===== src/hdl/afr_regs_consts.vh =====
// Constants for the converter front-end control register bank
`ifndef AFR_REGS_CONSTS_VH
`define AFR_REGS_CONSTS_VH

// Serial word layout
`define AFR_WORD_BITS 24
`define AFR_ADDR_BITS 8
`define AFR_DATA_BITS 16
`define AFR_ADDR_PHASE_LAST 5'h07
`define AFR_WORD_LAST 5'h17

// Register addresses
`define AFR_ADDR_RESET_READBACK 8'h00
`define AFR_ADDR_POWER_REF_OUT 8'h01
`define AFR_ADDR_OUT_PROC 8'h02
`define AFR_ADDR_DEMOD_DISABLE 8'h16

// Reset values
`define AFR_RESET_VALUE 16'h0000
`define AFR_DEMOD_DISABLE_RESET 1'b0

// Register 0 fields
`define AFR_SOFT_RESET_BIT 0
`define AFR_READBACK_EN_BIT 1

// Register 1 fields
`define AFR_FULL_PDN_BIT 0
`define AFR_OUT_DISABLE_BIT 1
`define AFR_CH_PDN_LSB 2
`define AFR_CH_PDN_MSB 9
`define AFR_PARTIAL_POWER_DOWN_BIT 10
`define AFR_LF_SUPPRESS_BIT 11
`define AFR_EXTERNAL_REFERENCE_SELECT_BIT 13
`define AFR_DOUBLE_RATE_BIT 14
`define AFR_SE_CLOCK_BIT 15

// Register 2 fields
`define AFR_RSVD_LSB 0
`define AFR_RSVD_MSB 2
`define AFR_PAIR_PDN_LSB 3
`define AFR_PAIR_PDN_MSB 10
`define AFR_AVERAGE_BIT 11
`define AFR_LOW_LATENCY_BIT 12

// Demodulator disable field
`define AFR_DEMOD_DISABLE_BIT 0

`endif


===== src/hdl/afr_ctrl_regs.v =====
// Control register bank with serial write/readback port for an 8-channel receive converter
`timescale 1ns/1ps
`default_nettype none
// Summary of operation
// RULE1: Any reset clears every converter control register to zero.
// RULE2: Controller writes zero into undefined bit positions.
// RULE3: Demodulator logic restores its own defaults, some ones, on demodulator reset.
// RULE4: Clearing demodulator disable resets demodulator; controller then reprograms it.
// RULE5: Writing one to soft reset resets everything; the bit self-clears.
// RULE6: Register zero is write only; readback returns zero for it.
// RULE7: Readback enable selects read mode and drives data on serial output.
// RULE8: Read or write mode persists across transactions until changed.
// RULE9: Full power down; demodulator is reset on exit and must be reloaded.
// RULE10: Eight bits power down converter channels, low bit is channel 1.
// RULE11: Partial power down bit selects partial power-down state.
// RULE12: External reference needs register 1 bit and register 3 bit both set.
// RULE13: Double-rate bit merges two channels onto one output pair.
// RULE14: Eight bits power down output pairs, low bit is channel 1.
// RULE15: Averaging bit averages channel pairs for better noise.
// RULE16: Low-latency bit bypasses digital processing.
// RULE17: 24-bit words, 8 address then 16 data, load on every 24th edge.
// RULE18: Serial output stays undriven unless readback is enabled.
// RULE19: Hardware reset pulse also initialises all registers.
// RULE20: Power-down bits affect only circuits, never stored register contents.
// RULE21: Reserved bits of register 2 are stored but drive nothing.
`include "afr_regs_consts.vh"

module afr_ctrl_regs (
    // Clock and reset
    input wire clock,
    input wire nrst,
    input wire hwReset,
    // Serial port, already synchronous to clock
    input wire serEnableN,
    input wire serClock,
    input wire serData,
    output wire serialReadbackOutput,
    output wire serialReadbackOeN,
    // Reference select bit held in register 3 of another bank
    input wire extRefReg3,
    // Power and reference controls
    output wire fullPowerDown,
    output wire outputDisable,
    output wire [7:0] converterChannelPowerDown,
    output wire partialPowerDown,
    output wire lowFreqSuppress,
    output wire externalReferenceSelect,
    output wire doubleRatePacking,
    output wire singleEndedClock,
    // Output pair and processing controls
    output wire [7:0] outputPairPowerDown,
    output wire averagingEnable,
    output wire lowLatency,
    output wire [2:0] testPatternMode,
    // Demodulator control
    output wire demodDisable,
    output wire demodReset,
    // Register view
    output wire readbackEnable
);

    // Readback mux; register 0 and unmapped addresses return zero
    function [15:0] regRead;
        input [7:0] addr;
        input [15:0] r1;
        input [15:0] r2;
        input dd;
        begin
            case (addr)
                `AFR_ADDR_POWER_REF_OUT: regRead = r1;
                `AFR_ADDR_OUT_PROC: regRead = r2;
                `AFR_ADDR_DEMOD_DISABLE: regRead = {15'h0000, dd};
                default: regRead = 16'h0000; // RULE6
            endcase
        end
    endfunction

    reg [15:0] cfg1_reg;
    reg [15:0] cfg1_next;
    reg [15:0] cfg2_reg;
    reg [15:0] cfg2_next;
    reg demodDisable_reg;
    reg demodDisable_next;
    reg readbackEnable_reg;
    reg readbackEnable_next;
    reg softReset_reg;
    reg softReset_next;
    reg [4:0] bitCount_reg;
    reg [4:0] bitCount_next;
    reg [22:0] shift_reg;
    reg [22:0] shift_next;
    reg serClockPrev_reg;
    reg [15:0] readShift_reg;
    reg [15:0] readShift_next;
    reg serOut_reg;
    reg serOut_next;
    reg serOeN_reg;
    reg extRef_reg;
    reg demodReset_reg;
    reg demodReset_next;

    wire resetAll;
    wire sclkRise;
    wire sclkFall;
    wire [23:0] wordIn;
    wire [7:0] wordAddr;
    wire [15:0] wordData;
    wire [7:0] addrIn;

    // Soft reset acts one cycle after the word lands, so it covers the whole bank
    assign resetAll = !nrst || hwReset || softReset_reg; // RULE19 RULE5
    assign sclkRise = serClock && !serClockPrev_reg;
    assign sclkFall = !serClock && serClockPrev_reg;
    assign wordIn = {shift_reg, serData};
    assign wordAddr = wordIn[23:16]; // RULE17
    assign wordData = wordIn[15:0];
    assign addrIn = {shift_reg[6:0], serData};

    always @* begin
        cfg1_next = cfg1_reg;
        cfg2_next = cfg2_reg;
        demodDisable_next = demodDisable_reg;
        readbackEnable_next = readbackEnable_reg; // RULE8
        softReset_next = 1'b0;
        bitCount_next = bitCount_reg;
        shift_next = shift_reg;
        readShift_next = readShift_reg;
        serOut_next = serOut_reg;
        demodReset_next = 1'b0;
        if (serEnableN) begin
            bitCount_next = 5'h00;
            serOut_next = 1'b0;
        end else begin
            if (sclkRise) begin
                shift_next = wordIn[22:0];
                if (bitCount_reg == `AFR_WORD_LAST) begin
                    bitCount_next = 5'h00; // RULE17
                end else begin
                    bitCount_next = bitCount_reg + 5'h01;
                end
                if (readbackEnable_reg && bitCount_reg == `AFR_ADDR_PHASE_LAST) begin
                    readShift_next = regRead(addrIn, cfg1_reg, cfg2_reg, demodDisable_reg); // RULE7
                end
                if (bitCount_reg == `AFR_WORD_LAST) begin
                    // Register 0 stays writable in read mode so readback can be turned off
                    if (wordAddr == `AFR_ADDR_RESET_READBACK) begin
                        readbackEnable_next = wordData[`AFR_READBACK_EN_BIT]; // RULE7
                        softReset_next = wordData[`AFR_SOFT_RESET_BIT]; // RULE5
                    end else if (!readbackEnable_reg) begin
                        case (wordAddr)
                            `AFR_ADDR_POWER_REF_OUT: begin
                                cfg1_next = wordData;
                                if (cfg1_reg[`AFR_FULL_PDN_BIT] && !wordData[`AFR_FULL_PDN_BIT]) begin
                                    demodReset_next = 1'b1; // RULE9
                                end
                            end
                            `AFR_ADDR_OUT_PROC: begin
                                cfg2_next = wordData; // RULE21
                            end
                            `AFR_ADDR_DEMOD_DISABLE: begin
                                demodDisable_next = wordData[`AFR_DEMOD_DISABLE_BIT];
                                if (demodDisable_reg && !wordData[`AFR_DEMOD_DISABLE_BIT]) begin
                                    demodReset_next = 1'b1; // RULE4
                                end
                            end
                            default: begin
                            end
                        endcase
                    end
                end
            end
            if (sclkFall) begin
                serOut_next = readShift_reg[15];
                readShift_next = {readShift_reg[14:0], 1'b0};
            end
        end
    end

    always @(posedge clock) begin
        serClockPrev_reg <= serClock;
        if (resetAll) begin
            cfg1_reg <= `AFR_RESET_VALUE; // RULE1
            cfg2_reg <= `AFR_RESET_VALUE; // RULE1
            demodDisable_reg <= `AFR_DEMOD_DISABLE_RESET;
            readbackEnable_reg <= 1'b0;
            softReset_reg <= 1'b0;
            bitCount_reg <= 5'h00;
            shift_reg <= 23'h00_0000;
            readShift_reg <= 16'h0000;
            serOut_reg <= 1'b0;
            serOeN_reg <= 1'b1;
            extRef_reg <= 1'b0;
            // Demodulator reloads its own defaults, some of which are ones
            demodReset_reg <= 1'b1; // RULE3
        end else begin
            cfg1_reg <= cfg1_next; // RULE20
            cfg2_reg <= cfg2_next;
            demodDisable_reg <= demodDisable_next;
            readbackEnable_reg <= readbackEnable_next;
            softReset_reg <= softReset_next;
            bitCount_reg <= bitCount_next;
            shift_reg <= shift_next;
            readShift_reg <= readShift_next;
            serOut_reg <= serOut_next;
            serOeN_reg <= !readbackEnable_next; // RULE18
            extRef_reg <= cfg1_next[`AFR_EXTERNAL_REFERENCE_SELECT_BIT] && extRefReg3; // RULE12
            demodReset_reg <= demodReset_next;
        end
    end

    assign serialReadbackOutput = serOut_reg;
    assign serialReadbackOeN = serOeN_reg;
    assign fullPowerDown = cfg1_reg[`AFR_FULL_PDN_BIT]; // RULE9
    assign outputDisable = cfg1_reg[`AFR_OUT_DISABLE_BIT];
    assign converterChannelPowerDown = cfg1_reg[`AFR_CH_PDN_MSB:`AFR_CH_PDN_LSB]; // RULE10
    assign partialPowerDown = cfg1_reg[`AFR_PARTIAL_POWER_DOWN_BIT]; // RULE11
    assign lowFreqSuppress = cfg1_reg[`AFR_LF_SUPPRESS_BIT];
    assign externalReferenceSelect = extRef_reg;
    assign doubleRatePacking = cfg1_reg[`AFR_DOUBLE_RATE_BIT]; // RULE13
    assign singleEndedClock = cfg1_reg[`AFR_SE_CLOCK_BIT];
    assign outputPairPowerDown = cfg2_reg[`AFR_PAIR_PDN_MSB:`AFR_PAIR_PDN_LSB]; // RULE14
    assign averagingEnable = cfg2_reg[`AFR_AVERAGE_BIT]; // RULE15
    assign lowLatency = cfg2_reg[`AFR_LOW_LATENCY_BIT]; // RULE16
    assign testPatternMode = cfg2_reg[15:13];
    assign demodDisable = demodDisable_reg;
    assign demodReset = demodReset_reg;
    assign readbackEnable = readbackEnable_reg;

endmodule // afr_ctrl_regs
`default_nettype wire


===== config.mk =====
export PLATFORM = sky130hd
export DESIGN_NAME = afr_ctrl_regs
export DESIGN_NICKNAME = d
export VERILOG_FILES = /design/src/hdl/afr_ctrl_regs.v
export VERILOG_INCLUDE_DIRS = /design/src /design/src/hdl
export SDC_FILE = /design/constraint.sdc
export NUM_CORES = 1
export LEC_CHECK = 0
export BUFFER_PORTS_ARGS = -buffer_cell sky130_fd_sc_hd__clkbuf_2
export CORE_MARGIN = 2
export CORE_UTILIZATION = 58
export DETAILED_ROUTE_END_ITERATION = 16
export PLACE_DENSITY = 0.79
export SETUP_SLACK_MARGIN = 0.1
export SYNTH_ARGS = -nofsm -noshare
export SYNTH_HDL_FRONTEND = slang
export SYNTH_SLANG_ARGS = --single-unit

===== constraint.sdc =====
create_clock -name clock -period 2.6 [get_ports clock]
set_clock_uncertainty 0.15 [all_clocks]
set_input_delay 0.13 -clock clock [delete_from_list [all_inputs] [get_ports clock]]
set_output_delay 0.13 -clock clock [all_outputs]
set_load 0.03 [all_outputs]

==> results of run 1 <==
## placed cells by master, fill, tap and decap left out, types with 2 or more instances in the layout
master / n
nand2_1: 50
or2_2: 2
nor3_1: 7
dlygate4sd3_1: 4
xor2_1: 2
and3b_1: 2
clkbuf_8: 10
a211oi_1: 15
a22oi_1: 17
nor2_1: 7
nor2b_1: 3
o21ai_0: 5
a22o_1: 15
o21ai_1: 30
and4_1: 3
a21oi_1: 74
xnor2_1: 2
bufinv_16: 3
inv_1: 3
and3_1: 4
mux2i_1: 2
ha_1: 3
nand3_1: 38
nor4_4: 2
buf_4: 15
dfxtp_1: 84
nor3b_1: 3
clkbuf_2: 39
## cell type report
| class | count | area, sq um |
|---|---|---|
| clock buffer | 11 | 141 |
| clock inverter | 4 | 97.6 |
| fill | 531 | 2210 |
| inverter | 3 | 11.3 |
| multi-input combinational | 301 | 1770 |
| sequential | 84 | 1680 |
| tap | 77 | 96.3 |
| timing repair buffer | 58 | 348 |
## synth_stat cells (7+ instances only)
cell and instances:
dfxtp_1 84, a21oi_1 74, nand2_1 50, nand3_1 38, o21ai_1 30, buf_4 26, clkbuf_1 21, a22oi_1 17
a211oi_1 15, a22o_1 15, nor2_1 7, nor3_1 7
## worst reg2reg max path, stage by stage, from the launching register on
cell	delay [ns]
dfxtp_1	0.38
ha_1	0.26
nand3b_4	0.15
or4_4	0.71
o21ai_0	0.29
a21oi_1	0.09
## how the worst min path moves through the flow
stage               start          endpoint  slack, ns  depth (start not counted)
3_5_place_dp     serClock  serClockPrev_reg       0.13                          1
4_1_cts              nrst        demodReset       0.01                          3
3_3_place_gp     serClock  serClockPrev_reg       0.12                          1
2_1_floorplan    serClock  serClockPrev_reg      0.008                          0
5_1_grt              nrst        demodReset       0.02                          3
6_report       serEnableN   bitCount_reg[2]       0.02                          2
## power breakdown
part	internal, mW	switching (mW)
registers	1.29	0.00340
logic	0.0331	0.0744
clock network	0.660	0.442
## layer usage
layer / global-route usage [%] / share of wire (%)
met5: 0 / 0
met4: 8.08 / 1.5
met3: 7.10 / 7.9
met2: 40.3 / 48
met1: 32.5 / 42
## per-stage QoR
stage / utilization, % / area (sq um) / hold slack [ns]
2_1_floorplan: - / 3800 / 0.00772
3_3_place_gp: 60.8 / 3860 / 0.121
3_5_place_dp: 60.8 / 3860 / 0.126
4_1_cts: 65.2 / 4140 / 0.0112
5_1_grt: 65.2 / 4140 / 0.0224
6_report: 65.2 / 4140 / 0.0195
## repair_timing
item                                    4_1_cts  5_1_grt
hold buffers                                  4        0
endpoints found under the setup margin        0        0
endpoints found under the hold margin        10        0
buffers inserted                              0        0
## cells by family (layout without fill, tap and decap cells)
group,count (synthesis),after routing
xor+xnor,4,4
flops,84,84
fa+ha+maj,3,3
simple gates,128,128
compound gates,164,164
mux,2,2
buf+inv,61,76
==> results.toml, run 1 <==
[worst_setup_path]
startpoint_type = "register"
slowest_stage = "or4_4"
cpPeakStageDelay_ns = 0.71
arrival_ns = 2.22
critPathKind = "register to register"
cp-endpoint = "cfg1_reg[13]"
crit_required_ns = 2.64
r2r-end = "cfg1_reg[13]"
r2r_start = "bitCount_reg[0]"
reg2reg_depth = 5
crit_path_end_kind = "register"
ff2ff_setup_slack_ns = 0.42
critPathTopFamily = "simple AND/OR/NAND/NOR gates"
crit_start = "bitCount_reg[0]"
path_cells = "ha_1 -> nand3b_4 -> or4_4 -> o21ai_0 -> a21oi_1"
critPathMaxFanout = 33
crit_cells = 5
timing.critical_path.buf_inv = 0

[yosys]
synthSimpleGateAreaFrac_pct = 17.7
synth_area_sq_um = 3800
synth_edf_count = 0
synth_top_family_by_area = "compound AO/OA/AOI/OAI gates"
synthFlopType = "dfxtp_1"
synth_warnings = 0
muxShareOfSynthArea_pct = 0.526
syn_nets = 456
synth_compound_area_share_pct = 26.3
ys_seq_elements = 84
synth_area_leaders = "dfxtp_1 (44%), a21oi_1 (9.7%), buf_4 (5.1%), nand3_1 (5.0%), nand2_1 (4.9%)"
synthAdderAreaFrac_pct = 0.987
postSynth.asyncResetShare_pct = 0
synth.distinct_cells = 43
synthXorXnorAreaFrac_pct = 0.921
synthCells = 446
synth.top_cell.area_share_pct = 44.2
synth_top_area_cell = "dfxtp_1"
synth-seq-area-share_pct = 44.2
syn_area_per_cell_sq_um = 8.53

[sta]
rsz0062_at_grt = "false"
relSlewSlack_pct = 40.3
worst_slack_ns = 0.422
finalSetupTns_ns = 0
hold_violations = 0
fin_crit_ns = 2.18
fmax_mhz = 459
tightest_slew_ns = 0.895
drv_slew = 0
period_share_pct = 83.8
setup_viol = 0

[die]
die_w_um = 85.0
core-area_sq_um = 6350
die_h_um = 85.0
die-area_sq_um = 7220
start_util_pct = 59.9
io_pins = 40
placementRows = 29

[place]
place_inst = 519
gp_congestion = 0.833
dp_hpwl_mm = 5.79
pre_cts_slack_ns = 0.425
io_buffers = 39

[outcome]
outcome = "completed"

[global_route]
antenna_found_initial = 0
grt_max_degree = 42
grt_pass1_wl_mm = 14.7
track_usage_pct = 25.0
grt-ovfl-total = 0
grt_pass1_vias = 2997

[final_layout]
largest_reg_flops = 23
diodes = 0
finalNonFillerCells = 538
layout-drive-gt1-share_pct = 17.1
num-nets-final = 467
syn_to_final_growth_pct = 8.88

[routing]
wl_per_cell_um = 16.5
avgViaCountPerCell = 6.22
vias = 3344
drt-initial-drc-count = 255
drc = 0
drt-pass1-iter-count = 5
totalWireLength_mm = 8.86
detail-route-antenna-nets = 0

[cts]
ctsRootBufferMaster = "clkbuf_8"
path_clk_slew_ns = 0.08
cts_sinks = 84
clock_latency_ns = 0.35
cts_tree = "done"
cts_buffers = 9
h-tree-depth = 3
clockBufferDepth = 2
cts_resized = 0

[power]
leakagePower_nw = 1.41
power.total_mw = 2.50
p_per_area_nw_per_um2 = 605
peakVddDrop_mv = 0.474

[hold_path]
hold_path_class = "input port to register"

[run]
cap_violations = 0
Power figures use the tool's default switching activity.
==> run 2, diff against run 1 <==
--- a/config.mk
+++ b/config.mk
@@ -6,11 +6,12 @@
 export SDC_FILE = /design/constraint.sdc
 export NUM_CORES = 1
 export LEC_CHECK = 0
+export ABC_AREA = 1
 export BUFFER_PORTS_ARGS = -buffer_cell sky130_fd_sc_hd__clkbuf_2
 export CORE_MARGIN = 2
-export CORE_UTILIZATION = 58
+export CORE_UTILIZATION = 53
 export DETAILED_ROUTE_END_ITERATION = 16
-export PLACE_DENSITY = 0.79
+export PLACE_DENSITY = 0.76
 export SETUP_SLACK_MARGIN = 0.1
 export SYNTH_ARGS = -nofsm -noshare
 export SYNTH_HDL_FRONTEND = slang
==> constraint.sdc (replaced) <==
create_clock -name clock -period 1.9 [get_ports clock]
set_clock_uncertainty 0.15 [all_clocks]
set_input_delay 0.095 -clock clock [delete_from_list [all_inputs] [get_ports clock]]
set_output_delay 0.095 -clock clock [all_outputs]
set_load 0.03 [all_outputs]
==> run 2 against run 1 <==
Compared with the run above: global-route usage decreased by 1.4 points; die area rose by 13%; utilization fell by 0.93 points; final cell count increased by 30%; highest routed layer unchanged.
==> results.toml, run 2 <==
[place]
gp_congestion = 0.863
pre_cts_slack_ns = 0.0990
place_inst = 673
placed_area_sq_um = 4140
dp_hpwl_mm = 6.27
io_buffers = 39

[die]
die_w_um = 90.2
core-area_sq_um = 7210
die-area_sq_um = 8130
io_pins = 40
placementRows = 31
start_util_pct = 54.6
die_h_um = 90.2

[global_route]
grt_max_degree = 53
grt-ovfl-total = 0
grt_pass1_vias = 3335
grt_pass1_wl_mm = 15.6
track_usage_pct = 23.6
antenna_found_initial = 0

[sta]
tightest_slew_ns = 0.448
fmax_mhz = 550
setup_viol = 0
hold_violations = 0
relSlewSlack_pct = 70.1
worst_slack_ns = 0.0814
rsz0062_at_grt = "true"
period_share_pct = 95.7
fin_crit_ns = 1.82
drv_slew = 0

[power]
p_per_area_nw_per_um2 = 728
power.total_mw = 3.38
peakVddDrop_mv = 0.480
leakagePower_nw = 2.17

[cts]
h-tree-depth = 3
path_clk_slew_ns = 0.08
clock_latency_ns = 0.34
clockBufferDepth = 2
cts_tree = "done"
ctsRootBufferMaster = "clkbuf_8"
cts_buffers = 9
cts_sinks = 84

[yosys]
synth.distinct_cells = 30
synthSimpleGateAreaFrac_pct = 30.5
muxShareOfSynthArea_pct = 0
synthAdderAreaFrac_pct = 0.954
synth_compound_area_share_pct = 12.8
synthFlopType = "dfxtp_1"
synth_edf_count = 0
syn_nets = 577
synthTopCellsByCount = "nand2_1 (143), dfxtp_1 (84), nor2_1 (64)"
synthCells = 567
synth.top_cell.area_share_pct = 42.7
syn_area_per_cell_sq_um = 6.94
postSynth.asyncResetShare_pct = 0
synth.most_common_cell = "nand2_1"
synth-seq-area-share_pct = 42.7
synth_warnings = 0
synthXorXnorAreaFrac_pct = 0
synth_area_leaders = "dfxtp_1 (43%), nand2_1 (14%), a21oi_1 (7.0%), nor2_1 (6.1%), inv_1 (5.0%)"
synth_top_family_by_area = "simple AND/OR/NAND/NOR gates"
synth_top_area_cell = "dfxtp_1"
ys_seq_elements = 84
synth_area_sq_um = 3940

[final_layout]
num-nets-final = 609
syn_to_final_growth_pct = 17.8
final_common_cell = "nand2_1"
finalInstanceArea_sq_um = 4640
largest_reg_flops = 23
finalNonFillerCells = 701
diodes = 0
layout-drive-gt1-share_pct = 18.6
final_cell_mix = "nand2_1 (135), dfxtp_1 (82), nor2_1 (62), a21oi_1 (53), inv_1 (51)"

[outcome]
outcome = "completed"

[worst_setup_path]
crit_path_end_kind = "register"
startpoint_type = "register"
critPathKind = "register to register"
path_cells = "ha_4 -> nand2_4 -> nor2_4 -> nand2_4 -> nor2_8 -> nand3_4 -> buf_6 -> nand2_1 -> nand2_1 -> a21oi_1"
slowest_stage = "dfxtp_4"
crit_required_ns = 2.02
critPathMaxFanout = 8
arrival_ns = 1.94
cpPeakStageDelay_ns = 0.38

[routing]
drt-initial-drc-count = 398
totalWireLength_mm = 10.0
drt-pass1-iter-count = 5
drc = 0
wl_per_cell_um = 14.3
detail-route-antenna-nets = 0
avgViaCountPerCell = 5.30
vias = 3716

[run]
cap_violations = 0

[hold_path]
hold_path_class = "input port to register"
-- run 2: repair_timing --
| item | CTS | global route |
|---|---|---|
| hold buffers | 4 | 1 |
| gates cloned | 0 | 4 |
| setup endpoints to repair | 14 | 47 |
| hold endpoints to repair | 13 | 1 |
| pin swaps | 0 | 8 |
| resized for setup | 2 | 36 |
| buffers inserted | 2 | 3 |
-- run 2: per-layer routing --
metal / up-vias / track usage (%) / wire length, um
met5: - / 0 / 0
met4: 0 / 8.59 / 201
met3: 18 / 4.78 / 503
met2: 135 / 38.8 / 4940
met1: 1710 / 30.7 / 4390
li1: 1853 / - / -
-- run 2: cell type report --
| cell class | instances | area, sq um |
|---|---|---|
| fillers | 634 | 2580 |
| multi-input cells | 375 | 1830 |
| flip-flops and latches | 84 | 1690 |
| repair buffers | 68 | 568 |
| inverters | 61 | 229 |
| clock buffers | 12 | 145 |
| well taps | 99 | 124 |
| clock inverters | 2 | 60.1 |
-- run 2: power breakdown --
group          internal (mW)  switching [mW]  total [mW]
Combinational         0.0786           0.157       0.236
Clock                  0.764           0.592        1.36
Sequential              1.77          0.0110        1.78
Total                   2.62           0.760        3.38
-- run 2: path summary, 6_finish.rpt --
check | startpoint | to | slack, ns | depth (start not counted)
hold reg to reg | serialReadbackOutput | serialReadbackOutput | 0.32 | 2
hold / removal | hwReset | demodReset | 0.09 | 4
setup / recovery | bitCount_reg[1] | cfg2_reg[7] | 0.08 | 10
setup reg to reg | bitCount_reg[1] | cfg2_reg[7] | 0.08 | 10
-- run 2: kinds of logic after synthesis --
| group | Yosys count |
|---|---|
| AO/OA/AOI/OAI | 96 |
| flip-flops | 84 |
| buffers and inverters | 108 |
| adder cells (fa/ha/maj) | 3 |
| AND/OR/NAND/NOR | 276 |
-- run 2: stage by stage --
step	setup TNS, ns	util, %	hold slack (ns)
after floorplan	0	-	-0.0273
after detailed placement	0	57.4	0.0864
after global routing	-0.00608	64.3	0.0979
final	0	64.3	0.0891
after CTS	0	61.0	0.0832
after global placement	0	57.4	0.0825
-- run 2: worst max-delay path, delay by kind of cell, from the launching register on --
| family | cells | cell delay (ns) |
|---|---|---|
| flip-flops | 1 | 0.38 |
| adder cells (fa/ha/maj) | 1 | 0.16 |
| AND/OR/NAND/NOR | 7 | 0.77 |
| buffers and inverters | 1 | 0.17 |
| AO/OA/AOI/OAI | 1 | 0.11 |
